[src/dsss_plcp_defs.vh]
/*
 * Constants for the DSSS preamble/header framer: register byte offsets,
 * field positions, reset values, coding constants and AXI response codes.
 * Assumes it is included by bare name from the design file.
 */
`ifndef DSSS_PLCP_DEFS_VH
`define DSSS_PLCP_DEFS_VH

// ****************************************
// register byte offsets
// ****************************************
`define A_ROT_SENSE 8'h00
`define A_SHORT_LEN 8'h04
`define A_LONG_LEN 8'h08
`define A_TX_SETUP 8'h0C
`define A_SERVICE 8'h10
`define A_LEN_HIGH 8'h14
`define A_LEN_LOW 8'h18
`define A_RX_SIGNAL 8'h1C
`define A_RX_HDR_STAT 8'h20
`define A_SCR_CTRL 8'h24
`define A_LONG_SEED 8'h28
`define A_SHORT_SEED 8'h2C
`define A_TX_MODE 8'h30

// ****************************************
// reset values
// ****************************************
`define RST_SHORT_LEN 8'h38
`define RST_LONG_LEN 8'h80
`define RST_LONG_SEED 7'h1B
`define RST_SHORT_SEED 7'h6C

// ****************************************
// field positions
// ****************************************
`define TX_REV_BIT 6
`define RX_REV_BIT 7
`define SCR_DIS_BIT 2
`define SVC_LOCK_BIT 2
`define TOUT_BIT 0
`define SIG_ERR_BIT 1
`define CRC_ERR_BIT 2
`define RX_RATE_LSB 6

// ****************************************
// rate codes and coding constants
// ****************************************
`define RATE_1M 2'h0
`define RATE_2M 2'h1
`define RATE_5M5 2'h2
`define RATE_11M 2'h3
`define CRC_POLY 16'h1021
`define CRC_INIT 16'hFFFF
`define SFD_LONG 16'hF3A0
`define BARKER_WORD 11'h712
`define SFD_LAST 16'h000F
`define HDR_LAST 16'h002F
`define SFD_MARGIN 16'h0010
`define INIT_LAST 16'h0006
`define TAIL_SYMS 16'h0004
`define CHIP_LAST 4'hA

// ****************************************
// AXI responses
// ****************************************
`define RESP_OKAY 2'h0
`define RESP_SLVERR 2'h2

`endif

[src/dsss_plcp_framer_scrambler.v]
/*
 * DSSS physical-layer preamble/header framer and checker with scrambler,
 * DBPSK/DQPSK differential coding and Barker spreading, AXI4-Lite registers.
 * Assumes: one clock aclk, enables arrive from pins, payload bits and received
 * symbol decisions come from logic on aclk; CCK chip coding lives elsewhere.
 */
//
// Notes on behaviour
// - no valid packet is reported without the 16-bit start delimiter found
// - long or short preamble auto-detected; delimiter time-out starts after descrambler fill
// - rate code: 00 1M DBPSK, 01 2M DQPSK, 10 5.5M CCK, 11 11M CCK
// - signal field decoded; demodulation switches to its rate after the header
// - service MSB resolves 11M length ambiguity; bit 2 marks locked oscillators
// - length field is payload duration in microseconds from two registers
// - header CRC mismatch sets status bit 2, drops data ready, reacquires
// - header check is complemented remainder by x^16+x^12+x^5+1
// - CRC preset to ones, fed before scrambling, sent MSB first
// - short preamble length register, 38h standard
// - long preamble length register, 80h standard
// - service field comes from its own register
// - payload sent unaltered in order, then dummy tail bits
// - preamble, header and data scrambled by 7-bit self-synchronizing register
// - scrambler bypassed when control bit 2 is one
// - transmit seed chosen from long or short seed register
// - DBPSK for 1M data and long headers, same value on I and Q after a long preamble
// - DQPSK dibits 00 0, 01 +90, 11 +180, 10 -90 degrees
// - rotation counterclockwise; bits 6 and 7 reverse transmit and receive
// - I and Q multiplied by 11-chip Barker word; 2M splits bits over I, Q
// - long preamble is ones then delimiter, always DBPSK
// - short preamble is zeros then reversed delimiter; header at 2M
`timescale 1ns/1ns
`include "dsss_plcp_defs.vh"
module dsss_plcp_framer_scrambler #(
    parameter [7:0] CHIP_DIV = 8'h02,
    parameter [15:0] SFD_VALUE = `SFD_LONG,
    parameter [10:0] BARKER = `BARKER_WORD,
    parameter [15:0] TAIL_SYMS = `TAIL_SYMS
) (
    input wire aclk,
    input wire aresetn,
    input wire ce,
    input wire [7:0] awaddr,
    input wire awvalid,
    output wire awready,
    input wire [31:0] wdata,
    input wire [3:0] wstrb,
    input wire wvalid,
    output wire wready,
    output reg [1:0] bresp,
    output reg bvalid,
    input wire bready,
    input wire [7:0] araddr,
    input wire arvalid,
    output wire arready,
    output reg [31:0] rdata,
    output reg [1:0] rresp,
    output reg rvalid,
    input wire rready,
    input wire transmit_enable,
    input wire tx_data_bit,
    output wire tx_data_req,
    output reg tx_i,
    output reg tx_q,
    output reg tx_chip_valid,
    input wire receive_enable,
    input wire rx_acquired,
    input wire rx_sym_valid,
    input wire rx_sym_i,
    input wire rx_sym_q,
    output reg rx_data_bit,
    output reg rx_data_valid,
    output reg rx_data_ready,
    output reg [1:0] rx_rate
);

localparam T_IDLE = 3'd0, T_PRE = 3'd1, T_SFD = 3'd2, T_HDR = 3'd3;
localparam T_DATA = 3'd4, T_TAIL = 3'd5, T_DONE = 3'd6;
localparam R_IDLE = 3'd0, R_INIT = 3'd1, R_SFD = 3'd2, R_HDR = 3'd3;
localparam R_CHK = 3'd4, R_DATA = 3'd5;

// ****************************************
// helpers
// ****************************************
function [15:0] crc_calc;
    input [31:0] v;
    reg [15:0] c;
    integer i;
    begin
        c = `CRC_INIT;
        for (i = 0; i < 32; i = i + 1) begin
            c = {c[14:0], 1'b0} ^ ((c[15] ^ v[i]) ? `CRC_POLY : 16'h0000);
        end
        crc_calc = ~c;
    end
endfunction

function [15:0] rev16;
    input [15:0] v;
    integer i;
    begin
        rev16 = 16'h0000;
        for (i = 0; i < 16; i = i + 1) begin
            rev16[i] = v[15 - i];
        end
    end
endfunction

// ****************************************
// registers and AXI4-Lite slave
// ****************************************
reg [7:0] rot_sense, short_len, long_len, svc_val, len_hi, len_lo;
reg [1:0] tx_rate;
reg [2:0] hdr_stat;
reg scr_dis, tx_short;
reg [6:0] long_seed, short_seed;
reg aw_hold, w_hold, w_strb0;
reg [7:0] aw_a, w_d;
reg [7:0] rd_byte;
reg rd_hit, wr_hit;

assign awready = ce & ~aw_hold & ~bvalid;
assign wready = ce & ~w_hold & ~bvalid;
wire aw_t = awvalid & awready;
wire w_t = wvalid & wready;
wire [7:0] wa = aw_hold ? aw_a : awaddr;
wire [7:0] wd = w_hold ? w_d : wdata[7:0];
wire ws = w_hold ? w_strb0 : wstrb[0];
wire do_wr = ce & ~bvalid & (aw_hold | aw_t) & (w_hold | w_t);
wire wr_en = do_wr & ws;
assign arready = ce & ~rvalid;
wire [2:0] stat_set;
wire [2:0] stat_clr = (wr_en && wa == `A_RX_HDR_STAT) ? wd[2:0] : 3'h0;

always @* begin
    wr_hit = 1'b1;
    case (wa)
        `A_ROT_SENSE, `A_SHORT_LEN, `A_LONG_LEN, `A_TX_SETUP, `A_SERVICE, `A_LEN_HIGH,
        `A_LEN_LOW, `A_RX_SIGNAL, `A_RX_HDR_STAT, `A_SCR_CTRL, `A_LONG_SEED,
        `A_SHORT_SEED, `A_TX_MODE: wr_hit = 1'b1;
        default: wr_hit = 1'b0;
    endcase
end

always @* begin
    rd_hit = 1'b1;
    case (araddr)
        `A_ROT_SENSE: rd_byte = rot_sense;
        `A_SHORT_LEN: rd_byte = short_len;
        `A_LONG_LEN: rd_byte = long_len;
        `A_TX_SETUP: rd_byte = {6'h00, tx_rate};
        `A_SERVICE: rd_byte = svc_val;
        `A_LEN_HIGH: rd_byte = len_hi;
        `A_LEN_LOW: rd_byte = len_lo;
        `A_RX_SIGNAL: rd_byte = {rx_rate, 6'h00};
        `A_RX_HDR_STAT: rd_byte = {5'h00, hdr_stat};
        `A_SCR_CTRL: rd_byte = {5'h00, scr_dis, 2'h0};
        `A_LONG_SEED: rd_byte = {1'b0, long_seed};
        `A_SHORT_SEED: rd_byte = {1'b0, short_seed};
        `A_TX_MODE: rd_byte = {7'h00, tx_short};
        default: begin
            rd_byte = 8'h00;
            rd_hit = 1'b0;
        end
    endcase
end

always @(posedge aclk) begin
    if (!aresetn) begin
        aw_hold <= 1'b0;
        w_hold <= 1'b0;
        aw_a <= 8'h00;
        w_d <= 8'h00;
        w_strb0 <= 1'b0;
        bvalid <= 1'b0;
        bresp <= `RESP_OKAY;
        rvalid <= 1'b0;
        rresp <= `RESP_OKAY;
        rdata <= 32'h00000000;
        rot_sense <= 8'h00;
        short_len <= `RST_SHORT_LEN;
        long_len <= `RST_LONG_LEN;
        tx_rate <= `RATE_1M;
        svc_val <= 8'h00;
        len_hi <= 8'h00;
        len_lo <= 8'h00;
        hdr_stat <= 3'h0;
        scr_dis <= 1'b0;
        long_seed <= `RST_LONG_SEED;
        short_seed <= `RST_SHORT_SEED;
        tx_short <= 1'b0;
    end else if (ce) begin
        if (do_wr) begin
            aw_hold <= 1'b0;
            w_hold <= 1'b0;
            bvalid <= 1'b1;
            bresp <= wr_hit ? `RESP_OKAY : `RESP_SLVERR;
        end else begin
            if (aw_t) begin
                aw_hold <= 1'b1;
                aw_a <= awaddr;
            end
            if (w_t) begin
                w_hold <= 1'b1;
                w_d <= wdata[7:0];
                w_strb0 <= wstrb[0];
            end
            if (bvalid && bready) begin
                bvalid <= 1'b0;
            end
        end
        if (arvalid && arready) begin
            rvalid <= 1'b1;
            rdata <= {24'h000000, rd_byte};
            rresp <= rd_hit ? `RESP_OKAY : `RESP_SLVERR;
        end else if (rvalid && rready) begin
            rvalid <= 1'b0;
        end
        // event wins over a clear in the same cycle
        hdr_stat <= (hdr_stat & ~stat_clr) | stat_set;
        if (wr_en) begin
            case (wa)
                `A_ROT_SENSE: rot_sense <= wd;
                `A_SHORT_LEN: short_len <= wd;
                `A_LONG_LEN: long_len <= wd;
                `A_TX_SETUP: tx_rate <= wd[1:0];
                `A_SERVICE: svc_val <= wd;
                `A_LEN_HIGH: len_hi <= wd;
                `A_LEN_LOW: len_lo <= wd;
                `A_SCR_CTRL: scr_dis <= wd[`SCR_DIS_BIT];
                `A_LONG_SEED: long_seed <= wd[6:0];
                `A_SHORT_SEED: short_seed <= wd[6:0];
                `A_TX_MODE: tx_short <= wd[0];
                default: ;
            endcase
        end
    end
end

// ****************************************
// pin synchronisers
// ****************************************
reg txe1, txe2, txe_q, rxe1, rxe2;
always @(posedge aclk) begin
    if (!aresetn) begin
        txe1 <= 1'b0;
        txe2 <= 1'b0;
        txe_q <= 1'b0;
        rxe1 <= 1'b0;
        rxe2 <= 1'b0;
    end else if (ce) begin
        txe1 <= transmit_enable;
        txe2 <= txe1;
        txe_q <= txe2;
        rxe1 <= receive_enable;
        rxe2 <= rxe1;
    end
end

// ****************************************
// transmit framer, scrambler, coder, spreader
// ****************************************
reg [2:0] tst;
reg [15:0] tcnt;
reg [6:0] tscr;
reg [47:0] hsr;
reg sh;
reg [7:0] div;
reg [3:0] chip;
reg have, pend, ptwo, pa, pb;
reg [1:0] tph;
wire [15:0] pre_len = {8'h00, sh ? short_len : long_len};
wire [15:0] dlen = {len_hi, len_lo};
wire [15:0] sfd_tx = sh ? rev16(SFD_VALUE) : SFD_VALUE;
wire two_now = (tst == T_HDR && sh) || ((tst == T_DATA || tst == T_TAIL) && tx_rate != `RATE_1M);
wire sym_start = div == 8'h00 && chip == 4'h0;
wire fetch_a = tst != T_IDLE && tst != T_DONE && sym_start;
wire fetch_b = tst != T_IDLE && pend && ptwo && div == 8'h00 && chip == 4'h1;
wire fetch = fetch_a | fetch_b;
wire last_bit = (fetch_a & ~two_now) | fetch_b;
wire sym_end = div == CHIP_DIV - 8'h01 && chip == `CHIP_LAST;
// preamble ones for long and zeros for short, payload passes untouched
wire src_bit = tst == T_PRE ? ~sh : tst == T_SFD ? sfd_tx[tcnt[3:0]] :
    tst == T_HDR ? hsr[0] : tst == T_DATA ? tx_data_bit : 1'b1;
wire scr_bit = scr_dis ? src_bit : src_bit ^ tscr[3] ^ tscr[6];
wire [1:0] inc0 = ptwo ? {pa, pa ^ pb} : {pa, 1'b0};
wire [1:0] inc = rot_sense[`TX_REV_BIT] ? 2'h0 - inc0 : inc0;
wire [7:0] sig_tx = {6'h00, tx_rate};
wire [7:0] svc_tx = svc_val | 8'h04;
wire [31:0] hdr_tx = {dlen, svc_tx, sig_tx};
assign tx_data_req = ce & fetch & (tst == T_DATA);

always @(posedge aclk) begin
    if (!aresetn) begin
        tst <= T_IDLE;
        tcnt <= 16'h0000;
        tscr <= 7'h00;
        hsr <= 48'h000000000000;
        sh <= 1'b0;
        div <= 8'h00;
        chip <= 4'h0;
        {have, pend, ptwo, pa, pb} <= 5'h00;
        tph <= 2'h0;
        tx_i <= 1'b0;
        tx_q <= 1'b0;
        tx_chip_valid <= 1'b0;
    end else if (ce) begin
        tx_i <= have & (tph[1] ^ tph[0] ^ BARKER[chip]);
        tx_q <= have & (tph[1] ^ BARKER[chip]);
        tx_chip_valid <= have;
        if (!txe2) begin
            // enable low ends the packet at once, including the tail
            tst <= T_IDLE;
            have <= 1'b0;
            pend <= 1'b0;
        end else if (tst == T_IDLE) begin
            if (!txe_q) begin
                tst <= T_PRE;
                tcnt <= 16'h0000;
                sh <= tx_short;
                tscr <= tx_short ? short_seed : long_seed;
                hsr <= {rev16(crc_calc(hdr_tx)), hdr_tx};
                div <= 8'h00;
                chip <= 4'h0;
                tph <= 2'h0;
            end
        end else begin
            div <= (div == CHIP_DIV - 8'h01) ? 8'h00 : div + 8'h01;
            if (div == CHIP_DIV - 8'h01) begin
                chip <= (chip == `CHIP_LAST) ? 4'h0 : chip + 4'h1;
            end
            if (fetch) begin
                tscr <= {tscr[5:0], scr_bit};
            end
            if (fetch_a) begin
                pa <= scr_bit;
                ptwo <= two_now;
                pend <= 1'b1;
            end
            if (fetch_b) begin
                pb <= scr_bit;
            end
            if (sym_end) begin
                have <= pend;
                pend <= 1'b0;
                if (pend) begin
                    tph <= tph + inc;
                end
            end
            case (tst)
                T_PRE: if (fetch) begin
                    tcnt <= (tcnt == pre_len - 16'h0001) ? 16'h0000 : tcnt + 16'h0001;
                    if (tcnt == pre_len - 16'h0001) tst <= T_SFD;
                end
                T_SFD: if (fetch) begin
                    tcnt <= (tcnt == `SFD_LAST) ? 16'h0000 : tcnt + 16'h0001;
                    if (tcnt == `SFD_LAST) tst <= T_HDR;
                end
                T_HDR: if (fetch) begin
                    hsr <= {1'b0, hsr[47:1]};
                    tcnt <= (tcnt == `HDR_LAST) ? 16'h0000 : tcnt + 16'h0001;
                    if (tcnt == `HDR_LAST) tst <= (dlen == 16'h0000) ? T_TAIL : T_DATA;
                end
                T_DATA: if (last_bit) begin
                    tcnt <= (tcnt == dlen - 16'h0001) ? 16'h0000 : tcnt + 16'h0001;
                    if (tcnt == dlen - 16'h0001) tst <= T_TAIL;
                end
                T_TAIL: if (last_bit) begin
                    tcnt <= tcnt + 16'h0001;
                    if (tcnt == TAIL_SYMS - 16'h0001) tst <= T_DONE;
                end
                default: ;
            endcase
        end
    end
end

// ****************************************
// receiver: differential decode, descramble, delimiter and header check
// ****************************************
reg [2:0] rst, next_rst;
reg [15:0] rcnt, next_rcnt;
reg [6:0] dsc, next_dsc;
reg [15:0] sfd_sr, next_sfd;
reg [47:0] hdr, next_hdr;
reg rshort, next_rshort, next_tout;
reg [1:0] nb, ob;
reg [1:0] rph_prev;
reg hold, hbit;
reg ib, db;
integer k;
wire [1:0] rp = {rx_sym_q, rx_sym_i ^ rx_sym_q};
wire [1:0] rd0 = rp - rph_prev;
wire [1:0] rd = rot_sense[`RX_REV_BIT] ? 2'h0 - rd0 : rd0;
wire rx_two = (rst == R_HDR && rshort) || (rst == R_DATA && rx_rate != `RATE_1M);
wire crc_ok = rev16(crc_calc(hdr[31:0])) == hdr[47:32];
wire sig_ok = hdr[7:2] == 6'h00;
assign stat_set[`CRC_ERR_BIT] = rxe2 & (rst == R_CHK) & ~crc_ok;
assign stat_set[`SIG_ERR_BIT] = rxe2 & (rst == R_CHK) & crc_ok & ~sig_ok;
assign stat_set[`TOUT_BIT] = rxe2 & next_tout;

always @* begin
    next_rst = rst;
    next_rcnt = rcnt;
    next_dsc = dsc;
    next_sfd = sfd_sr;
    next_hdr = hdr;
    next_rshort = rshort;
    next_tout = 1'b0;
    nb = 2'h0;
    ob = 2'h0;
    ib = 1'b0;
    db = 1'b0;
    for (k = 0; k < 2; k = k + 1) begin
        if (rx_sym_valid && (k == 0 || rx_two)) begin
            ib = (k == 0) ? rd[1] : rd[1] ^ rd[0];
            db = scr_dis ? ib : ib ^ next_dsc[3] ^ next_dsc[6];
            next_dsc = {next_dsc[5:0], ib};
            case (next_rst)
                R_INIT: begin
                    next_rcnt = (next_rcnt == `INIT_LAST) ? 16'h0000 : next_rcnt + 16'h0001;
                    if (next_rcnt == 16'h0000) next_rst = R_SFD;
                end
                R_SFD: begin
                    next_sfd = {db, next_sfd[15:1]};
                    if (next_rcnt == 16'h0000) next_rshort = ~db;
                    if (next_sfd == SFD_VALUE || next_sfd == rev16(SFD_VALUE)) begin
                        next_rshort = next_sfd != SFD_VALUE;
                        next_rst = R_HDR;
                        next_rcnt = 16'h0000;
                    end else if (next_rcnt >= {8'h00, next_rshort ? short_len : long_len} + `SFD_MARGIN) begin
                        next_rst = R_IDLE;
                        next_tout = 1'b1;
                    end else begin
                        next_rcnt = next_rcnt + 16'h0001;
                    end
                end
                R_HDR: begin
                    next_hdr = {db, next_hdr[47:1]};
                    next_rcnt = next_rcnt + 16'h0001;
                    if (next_rcnt == `HDR_LAST + 16'h0001) next_rst = R_CHK;
                end
                R_DATA: begin
                    ob[k] = db;
                    nb = nb + 2'h1;
                end
                default: ;
            endcase
        end
    end
end

always @(posedge aclk) begin
    if (!aresetn) begin
        rst <= R_IDLE;
        rcnt <= 16'h0000;
        dsc <= 7'h00;
        sfd_sr <= 16'h0000;
        hdr <= 48'h000000000000;
        rshort <= 1'b0;
        rph_prev <= 2'h0;
        hold <= 1'b0;
        hbit <= 1'b0;
        rx_data_bit <= 1'b0;
        rx_data_valid <= 1'b0;
        rx_data_ready <= 1'b0;
        rx_rate <= `RATE_1M;
    end else if (ce) begin
        if (rx_sym_valid) rph_prev <= rp;
        rx_data_valid <= 1'b0;
        hold <= 1'b0;
        if (hold) begin
            rx_data_bit <= hbit;
            rx_data_valid <= 1'b1;
        end else if (nb != 2'h0 && rxe2) begin
            rx_data_bit <= ob[0];
            rx_data_valid <= 1'b1;
            hold <= nb == 2'h2;
            hbit <= ob[1];
        end
        if (!rxe2) begin
            // the controller ends the packet by dropping enable
            rst <= R_IDLE;
            rx_data_ready <= 1'b0;
        end else if (rst == R_IDLE) begin
            if (rx_acquired) begin
                rst <= R_INIT;
                rcnt <= 16'h0000;
                sfd_sr <= 16'h0000;
            end
        end else if (rst == R_CHK) begin
            if (crc_ok && sig_ok) begin
                rx_rate <= hdr[1:0];
                rx_data_ready <= 1'b1;
                rst <= R_DATA;
            end else begin
                rx_data_ready <= 1'b0;
                rst <= R_IDLE;
            end
        end else begin
            rst <= next_rst;
            rcnt <= next_rcnt;
            dsc <= next_dsc;
            sfd_sr <= next_sfd;
            hdr <= next_hdr;
            rshort <= next_rshort;
        end
    end
end

endmodule // dsss_plcp_framer_scrambler

[config.mk]
export PLATFORM = sky130hd
export DESIGN_NAME = dsss_plcp_framer_scrambler
export DESIGN_NICKNAME = d
export VERILOG_FILES = /design/src/dsss_plcp_framer_scrambler.v
export VERILOG_INCLUDE_DIRS = /design/src
export SDC_FILE = /design/constraint.sdc
export NUM_CORES = 1
export LEC_CHECK = 0
export BUFFER_PORTS_ARGS = -buffer_cell sky130_fd_sc_hd__buf_2
export CAP_MARGIN = 25
export CORE_MARGIN = 2
export CORE_UTILIZATION = 35
export CTS_CLUSTER_SIZE = 12
export DETAILED_ROUTE_END_ITERATION = 10
export PLACE_DENSITY = 0.6
export SLEW_MARGIN = 20
export SYNTH_ARGS = -nofsm -noshare
export SYNTH_HDL_FRONTEND = slang
export SYNTH_SLANG_ARGS = --single-unit
export TNS_END_PERCENT = 30
[constraint.sdc]
create_clock -name aclk -period 7.4 [get_ports aclk]
set_input_delay 0.74 -clock aclk [delete_from_list [all_inputs] [get_ports aclk]]
set_output_delay 0.74 -clock aclk [all_outputs]
set_load 0.01 [all_outputs]
==> metrics.cfg, run 1 <==
[run_status]
status=complete, no violations

[cts]
cts_tree=done
post_cts_buffers=0
cts_resized=0
cts_sinks=302
postCtsHoldBufs=0
cts_buffers=37
clockBufferDepth=3
clock_latency_ps=550
clk_pin_slew_worst_paths_ps=60
clockRootBuffer=clkbuf_16
htreeDepth=2

[worst_hold_path]
hp-start=wdata[4]
hold_depth=3
hold_class=in2reg
min_to=w_d[4]

[yosys]
synth_top_area_share_pct=32.53
yosys.area_share.simple_pct=22.99
synth_compound_area_share_pct=21.04
yosysMostFrequentCell=nor2_1
syn-cell-area_um2=18590
synth_seq_cells=302
synth_seq_area_share_pct=32.53
synth_largest_area_cell=dfxtp_1
synth_top_family_by_area=simple AND/OR/NAND/NOR gates
yosys-mux-area-fraction_pct=4.180
avgSynthCellArea_um2=7.870
ys.flop_type=dfxtp_1
synthArstFlopShare_pct=0
yosysUniqueCellTypes=106
synthCells=2362
synth.area.top_cells=dfxtp_1 33%, xnor2_1 6.4%, nor2_1 6.2%, o21ai_0 5.1%, nand2_1 4.4%
synth_edf_count=0
ys_top_cells_by_count=307 x nor2_1, 302 x dfxtp_1, 216 x nand2_1, 190 x o21ai_0, 159 x clkbuf_1
synth-xor-area-share_pct=11.86
yosysWarningCount=0
synth_fa_ha_area_share_pct=1.750

[critical_path]
rr_startpoint=rcnt[3]
crit_buf_inv=4
path_class=in2reg
worstPathMaxFanout=6
start_kind=input port
reg2reg_slack_ps=740
cp-end-kind=flop
cpPeakStageDelay_ps=580
arrival_ps=7210
r2r_cells=27
cp_common_cell=ha_1
critPathTopFamily=simple AND/OR/NAND/NOR gates
crit_slowest_cell=or4_1
critPathRequiredTime_ps=7860
r2r_end=rst[0]

[power]
ir_drop_mv=0.2371
power_leakage_nw=7.306
powerDensity_nw_per_um2=183.7
total_power_mw=3.765

[final_layout]
final_util_pct=39.00
diodes=0
area_delta_synth_final_pct=10.25
num-nets-final=2406
drive_above_1_share_pct=8.772

[placement]
port_buffers=63
gp_congestion=0.9104
dp_hpwl_um=36840
pre_cts_ws_ps=148.9

[routing]
drc=0
num_vias=16939
first_pass_iters=7
drt_iter0_drc=1480
routed_wl_um=53320
viasPerCell=5.600
drtAntennaViolNets=0
detail_route.wl_per_cell_um=17.63

[timing]
setup_tns_ps=0
setup-violations-final=0
hold_viol_final=0
period_needed_ps=6751
worstMarginPinSlew_ps=1064
skew_ps=23.83
relSlewSlack_pct=27.03
slew_viol_final=0
fin_ws_ps=648.7
fmax_mhz=148.1
rsz0062_at_grt=no
min_period_over_period_pct=91.23
fin_hold_ws_ps=435.8

[floorplanning]
ios=117
die_w_um=234.5
dieArea_um2=54970
rows=84
start_util_pct=35.37
core_um2=52550
fp.dieH_um=234.5

[global_routing]
grt_pass1_wl_um=84150
grt_pass1_vias=15423
grt_max_degree=94
use_met2_pct=30.16
use_met3_pct=2.834
top_usage_layer=met2
antenna_found_initial=1
use_met1_pct=26.46
grt-ovfl-total=0
track_usage_pct=18.89

[flow_run]
maxCapViolCount=0

## worst max-delay path by stage
stage                  start      to  cells past startpoint
detailed placement  rx_sym_q  rst[0]                     30
global placement    rx_sym_q  rst[0]                     30
finish              rx_sym_q  rst[0]                     30
global route        rx_sym_q  rst[0]                     30
floorplan           rx_sym_q  rst[0]                     29
CTS                 rx_sym_q  rst[0]                     30
## tightest hold or removal path, cell delays in order
cell and delay, ps:
buf_2 80, mux2i_1 60, nor2_1 70
## state kept, by name, indices dropped and copies added, names as in the netlist, 3 cells and up, named ones only
register / count
dsc: 7
long_len: 8
svc_val: 8
div: 8
short_len: 8
tscr: 7
hdr_stat: 3
rcnt: 16
hsr: 48
w_d: 8
hdr: 48
short_seed: 7
rdata: 8
chip: 4
long_seed: 7
aw_a: 8
len_hi: 8
tcnt: 16
tst: 3
len_lo: 8
sfd_sr: 15
rst: 3
rot_sense: 8
## placed cells by master (no fill, tap or decap), types with 27 or more instances in the layout
cell       Yosys  final
nor3_1        61     60
a211oi_1      76     76
nor2_1       307    303
nand2_1      216    216
or3_1         58     57
a31oi_1       28     27
buf_4         26     27
a21oi_1      143    143
inv_1         37     37
buf_2         12     64
nand3_1       55     55
xnor2_1      136    136
clkbuf_16      0     37
o21ai_0      190    190
dfxtp_1      302    302
mux2i_1       66     65
xor2_1        56     56
a22oi_1       40     40
## report_power, final
group	total, mW	leakage [nW]	internal [mW]	switching, mW
Sequential	1.66	2.44	1.64	0.0168
Clock	1.88	0.608	1.16	0.718
Combinational	0.223	4.26	0.0758	0.148
## final cells by class
| type | instances | area (um^2) |
|---|---|---|
| inverter | 40 | 160.2 |
| timing repair buffer | 93 | 555.5 |
| sequential | 302 | 6046 |
| fill | 5358 | 32060 |
| clock buffer | 53 | 1056 |
| clock inverter | 10 | 182.7 |
| tap | 688 | 860.8 |
| multi-input combinational | 1839 | 11630 |
## kinds of logic (layout without fill, tap and decap cells)
| logic type | Yosys count | count (layout) |
|---|---|---|
| simple gates | 884 | 884 |
| compound gates | 613 | 613 |
| flops | 302 | 302 |
| buf+inv | 246 | 196 |
| xor+xnor | 215 | 215 |
| mux | 75 | 75 |
| fa+ha+maj | 26 | 26 |
| other cells | 1 | 26 |
## metrics by stage
stage,cell area [um^2],instances
global placement,19180,2955
global route,20490,3025
finish,20490,3025
detailed placement,19200,2958
CTS,20440,3021
floorplan,18680,2387
## metal layers
metal	part of all wire, %	wire length (um)
met1	47	24980
met2	45	24030
met3	6.0	3224
met4	2.0	1070
met5	0.024	13
Note: power is estimated with default switching activity, not from simulation.
==> run 2: changes to the inputs <==
--- a/config.mk
+++ b/config.mk
@@ -8,11 +8,11 @@
 export LEC_CHECK = 0
 export BUFFER_PORTS_ARGS = -buffer_cell sky130_fd_sc_hd__buf_2
 export CAP_MARGIN = 25
-export CORE_MARGIN = 2
+export CORE_MARGIN = 5
 export CORE_UTILIZATION = 35
 export CTS_CLUSTER_SIZE = 12
 export DETAILED_ROUTE_END_ITERATION = 10
-export PLACE_DENSITY = 0.6
+export PLACE_DENSITY = 0.58
 export SLEW_MARGIN = 20
 export SYNTH_ARGS = -nofsm -noshare
 export SYNTH_HDL_FRONTEND = slang
==> constraint.sdc (replaced) <==
create_clock -name aclk -period 8.05 [get_ports aclk]
set_input_delay 0.805 -clock aclk [delete_from_list [all_inputs] [get_ports aclk]]
set_output_delay 0.805 -clock aclk [all_outputs]
set_load 0.01 [all_outputs]
==> run 2 against run 1 <==
Net effect:
- worst hold slack improved by 15 ps
- die area rose by 5.2%
- final area rose by 0.43%
- sequential share of layout area fell by 0.13 points
- critical path depth decreased by 1
- first-iteration DRC count up 13%
- global-route usage decreased by 0.73 points
- clock skew fell by 5.7 ps
- setup slack gained 240 ps
- register-to-register slack improved by 360 ps
- critical endpoint unchanged
- highest routed layer is now met4
==> metrics.cfg, run 2 (synthesis gave the netlist of run 1 again) <==
[cts]
clock_latency_ps=560  ; about the same
postCtsHoldBufs=0  ; unchanged
cts_resized=0  ; unchanged
htreeDepth=2  ; unchanged
cts_tree=done
post_cts_buffers=0  ; unchanged
cts_buffers=37  ; unchanged
clockBufferDepth=3  ; unchanged
clk_pin_slew_worst_paths_ps=60  ; about the same
clockRootBuffer=clkbuf_16
cts_sinks=302  ; unchanged

[floorplanning]
rows=84  ; unchanged
ios=117  ; unchanged
core_um2=52550  ; unchanged
fp.dieH_um=240.5  ; +2.6%
dieArea_um2=57820  ; +5.2%
die_w_um=240.5  ; +2.6%
start_util_pct=35.37  ; unchanged

[placement]
place_area_um2=19170  ; -0.16%
port_buffers=63  ; unchanged
gp_congestion=0.9046  ; -0.64%
dp_hpwl_um=37620  ; +2.1%

[final_layout]
final-seq-area_um2=6046  ; unchanged
multiInputGateArea_um2=11640  ; about the same
num-nets-final=2400  ; -0.25%
area_delta_synth_final_pct=10.72
most-common-layout-cells=302 x dfxtp_1, 300 x nor2_1, 216 x nand2_1
drive_above_1_share_pct=9.130  ; +0.36 points
stdcell_area_um2=20580  ; +0.43%
fillCellCount=5367  ; +0.17%
diodes=0  ; unchanged
reg_top3=hdr: 48 flops, hsr: 48 flops
mostFrequentLayoutCell=dfxtp_1

[global_routing]
grt_pass1_wl_um=86820  ; +3.2%
grt-ovfl-total=0  ; unchanged
grt_max_degree=93  ; -1.1%
grt_pass1_vias=15888  ; +3.0%
track_usage_pct=18.15  ; -0.73 points
antenna_found_initial=1  ; unchanged

[timing]
slew_viol_final=0  ; unchanged
min_period_over_period_pct=88.90
worstMarginPinSlew_ps=1062  ; -2.483 ps
setup-violations-final=0  ; unchanged
period_needed_ps=7157
fmax_mhz=139.7
skew_ps=18.09  ; -5.747 ps
relSlewSlack_pct=27.40  ; +0.36 points
hold_viol_final=0  ; unchanged
rsz0062_at_grt=no
setup_tns_ps=0  ; unchanged

[critical_path]
critPathRequiredTime_ps=8510  ; +650 ps
cp_common_cell=ha_1
crit_buf_inv=3  ; -1
arrival_ps=7620  ; +410 ps
crit_slowest_cell=or4_1
critPathTopFamily=simple AND/OR/NAND/NOR gates
start_kind=input port
path_class=in2reg
cp-end-kind=flop
worstPathMaxFanout=8  ; +2
cpPeakStageDelay_ps=580  ; about the same

[routing]
viasPerCell=5.593  ; -0.12%
drc=0  ; unchanged
first_pass_iters=6  ; -1
routed_wl_um=54450  ; +2.1%
num_vias=16896  ; -0.25%
drt_iter0_drc=1672  ; +13%
drtAntennaViolNets=0  ; unchanged
detail_route.wl_per_cell_um=18.02  ; +2.2%

[flow_run]
maxCapViolCount=0  ; unchanged

[run_status]
status=complete, no violations

[power]
power_leakage_nw=7.322  ; +0.22%
powerDensity_nw_per_um2=173.9  ; -5.3%
ir_drop_mv=0.1255  ; -47%

[worst_hold_path]
hold_class=reg2reg

## run 2: changes by cell type in the layout (fill, tap and decap cells not counted), moves of 2 or more
cell        delta
clkbuf_8       +8
clkbuf_1       -7
buf_4          -4
clkinv_2       -3
nor2_1         -3
nor2_2         +3
clkinvlp_4     +2
inv_6          -2
## run 2: per-layer routing
metal	GRT usage, %	up-vias	wire length, um
met4	6.517	0	1741
met1	25.50	8049	25090
met5	0	-	0
li1	-	8272	-
met2	28.02	477	24340
met3	3.246	98	3274
## run 2: final timing paths
check	from	endpoint	slack (ps)	cells past startpoint
max	rx_sym_q	rst[0]	890	29
min	hsr[7]	hsr[7]	450	2
max reg2reg	rcnt[10]	rst[0]	1100	26
min reg2reg	hsr[7]	hsr[7]	450	2
## run 2: through the flow
| step | utilization, % | hold slack (ps) | std cells | worst slack [ps] | power, mW |
|---|---|---|---|---|---|
| after floorplan | - | 431.6 | 2387 | 876.7 | 1.703 |
| after global placement | 36.46 | 438.9 | 2952 | 559.1 | 1.753 |
| after detailed placement | 36.48 | 445.0 | 2953 | 341.4 | 1.760 |
| after CTS | 39.10 | 451.3 | 3018 | 942.8 | 3.623 |
| after global routing | 39.16 | 482.3 | 3021 | 341.5 | 3.702 |
| final | 39.16 | 451.2 | 3021 | 893.3 | 3.580 |
## run 2: final cells by class
cell class                      instances  share of cell area [%]
Tap cell                              688                   4.183
Inverter                               40                  0.7782
Multi-Input combinational cell       1839                   56.57
Timing Repair Buffer                   87                   2.407
Clock buffer                           55                   5.660
Clock inverter                         10                   1.021
Sequential cell                       302                   29.38
## run 2: worst reg2reg max path: cells and delay by family (launching register included)
kind,cells,cell delay (ps)
compound gates,5,1060
xor+xnor,1,170
fa+ha+maj,2,500
buf+inv,2,170
flops,1,430
mux,3,1250
simple gates,13,3280
## run 2: power by group
| group | switching (mW) | internal, mW |
|---|---|---|
| logic | 0.136 | 0.0680 |
| clock network | 0.685 | 1.17 |
| registers | 0.0154 | 1.51 |
| total | 0.836 | 2.74 |
==> run 3: changes to the inputs <==
==> constraint.sdc (replaced) <==
create_clock -name aclk -period 8.05 [get_ports aclk]
set_input_delay 2.0125 -clock aclk [delete_from_list [all_inputs] [get_ports aclk]]
set_output_delay 2.0125 -clock aclk [all_outputs]
set_load 0.01 [all_outputs]
==> run 3 against run 2 <==
Net effect:
- sequential share of layout area is 0.12 points lower
- flip-flop and latch count stayed put
- fmax is 6.5% lower
- worst hold slack better by 1.2 ps
- routed wire length is 0.98% higher
- global-route usage is 0.18 points higher
- power is 4.8% lower
==> metrics.cfg, run 3 (synthesis gave the netlist of run 1 again) <==
[run_status]
status=complete, no violations

[final_layout]
multiInputGateArea_um2=11650  ; about the same
num-nets-final=2433  ; +1.4%
most-common-layout-cells=302 x nor2_1, 302 x dfxtp_1, 216 x nand2_1
area_delta_synth_final_pct=11.16
fin_cells=3055  ; +1.1%
fillCellCount=5390  ; +0.43%
final-seq-area_um2=6046  ; unchanged
drive_above_1_share_pct=10.06  ; +0.93 points
reg_top3=hdr: 48 flops, hsr: 48 flops

[floorplanning]
start_util_pct=35.37  ; unchanged
core_um2=52550  ; unchanged
die_w_um=240.5  ; unchanged
ios=117  ; unchanged
fp.dieH_um=240.5  ; unchanged
dieArea_um2=57820  ; unchanged
rows=84  ; unchanged

[cts]
clockRootBuffer=clkbuf_16
cts_resized=0  ; unchanged
clockBufferDepth=3  ; unchanged
cts_sinks=302  ; unchanged
postCtsHoldBufs=0  ; unchanged
htreeDepth=2  ; unchanged
cts_tree=done
clock_latency_ps=570  ; about the same
post_cts_buffers=0  ; unchanged
clk_pin_slew_worst_paths_ps=70  ; about the same
cts_buffers=37  ; unchanged

[timing]
period_needed_ps=7655  ; +498.3 ps
worstMarginPinSlew_ps=991.0  ; -70.55 ps
rsz0062_at_grt=no
fmax_mhz=130.6  ; -6.5%
skew_ps=27.84  ; +9.753 ps
relSlewSlack_pct=32.04  ; +4.6 points
fin_hold_ws_ps=452.4  ; +1.246 ps
slew_viol_final=0  ; unchanged
hold_viol_final=0  ; unchanged
min_period_over_period_pct=95.09  ; +6.2 points
setup-violations-final=0  ; unchanged

[critical_path]
cpPeakStageDelay_ps=550  ; -30 ps
critPathRequiredTime_ps=8540  ; +30 ps
crit_buf_inv=3  ; unchanged
start_kind=input port
arrival_ps=8140  ; +520 ps
worstPathMaxFanout=4  ; -4
critPathTopFamily=simple AND/OR/NAND/NOR gates
cp-end-kind=flop
crit_slowest_cell=or4_1
path_class=in2reg
cp_common_cell=ha_1

[routing]
drc=0  ; unchanged
first_pass_iters=5  ; -1
detail_route.wl_per_cell_um=18.00  ; -0.15%
viasPerCell=5.607  ; +0.25%
drtAntennaViolNets=0  ; unchanged
drt_iter0_drc=1548  ; -7.4%
routed_wl_um=54980  ; +0.98%
num_vias=17129  ; +1.4%

[flow_run]
maxCapViolCount=0  ; unchanged

[global_routing]
grt_pass1_vias=15828  ; -0.38%
antenna_found_initial=1  ; unchanged
grt_max_degree=92  ; -1.1%
grt-ovfl-total=0  ; unchanged
top_usage_layer=met2
use_met3_pct=3.246  ; unchanged
grt_pass1_wl_um=87100  ; +0.32%
use_met2_pct=28.32  ; +0.30 points
track_usage_pct=18.34  ; +0.18 points
use_met1_pct=26.40  ; +0.90 points

[power]
ir_drop_mv=0.1087  ; -13%
power_leakage_nw=7.396  ; +1.0%
powerDensity_nw_per_um2=165.0  ; -5.1%

[placement]
dp_hpwl_um=38410  ; +2.1%
port_buffers=63  ; unchanged
placed_cells=2986  ; +1.1%
gp_congestion=0.9273  ; +2.5%

[worst_hold_path]
hold_class=reg2reg

run 3: cell types whose count changed in the layout (fill, tap and decap cells not counted), sizes merged:
cell	delta
diode	+1
clkinv	+6
clkbuf	-4
bufinv	-2
buf	+33
run 3: per-stage QoR:
step                worst slack (ps)  instance area, um^2  util (%)  total power [mW]  setup TNS [ps]
floorplan                      7.897                18700         -             1.704               0
global placement              -97.86                19400     36.92             1.765          -109.7
detailed placement            -179.6                19430     36.97             1.770          -304.6
CTS                            400.5                20630     39.25             3.453               0
global route                   126.4                20660     39.31             3.541               0
finish                         395.0                20660     39.32             3.409               0
run 3: final cells by class:
cell class	count	share of cell area (%)
timing repair buffer	120	3.597
sequential	302	29.26
clock inverter	14	0.8720
clock buffer	51	4.929
tap	688	4.166
antenna	1	0.01211
inverter	40	0.7751
multi-input combinational	1839	56.39
run 3: routing by layer:
layer	vias up	share of wire [%]
li1	8362	-
met1	8172	47
met2	513	45
met3	82	6.1
met4	0	2.5
met5	-	0
run 3: final timing paths:
check                              start  endpoint  slack [ps]  cells after the start
worst max-delay path            rx_sym_q    rst[0]         400                     29
worst min-delay path              hsr[5]    hsr[5]         450                      2
worst max register to register  rcnt[10]    rst[0]        1530                     26
worst min register to register    hsr[5]    hsr[5]         450                      2
run 3: worst reg2reg max path, delay by kind of cell, from the launching register on:
family / cells / cell delay [ps]
buf+inv: 2 / 110
mux: 3 / 1170
xor+xnor: 1 / 160
simple gates: 13 / 3170
compound gates: 5 / 990
flops: 1 / 430
fa+ha+maj: 2 / 420
run 3: power by group:
| part | internal (mW) | total [mW] | switching, mW |
|---|---|---|---|
| sequential | 1.51 | 1.53 | 0.0157 |
| clock | 0.987 | 1.67 | 0.682 |
| combinational | 0.0752 | 0.213 | 0.138 |
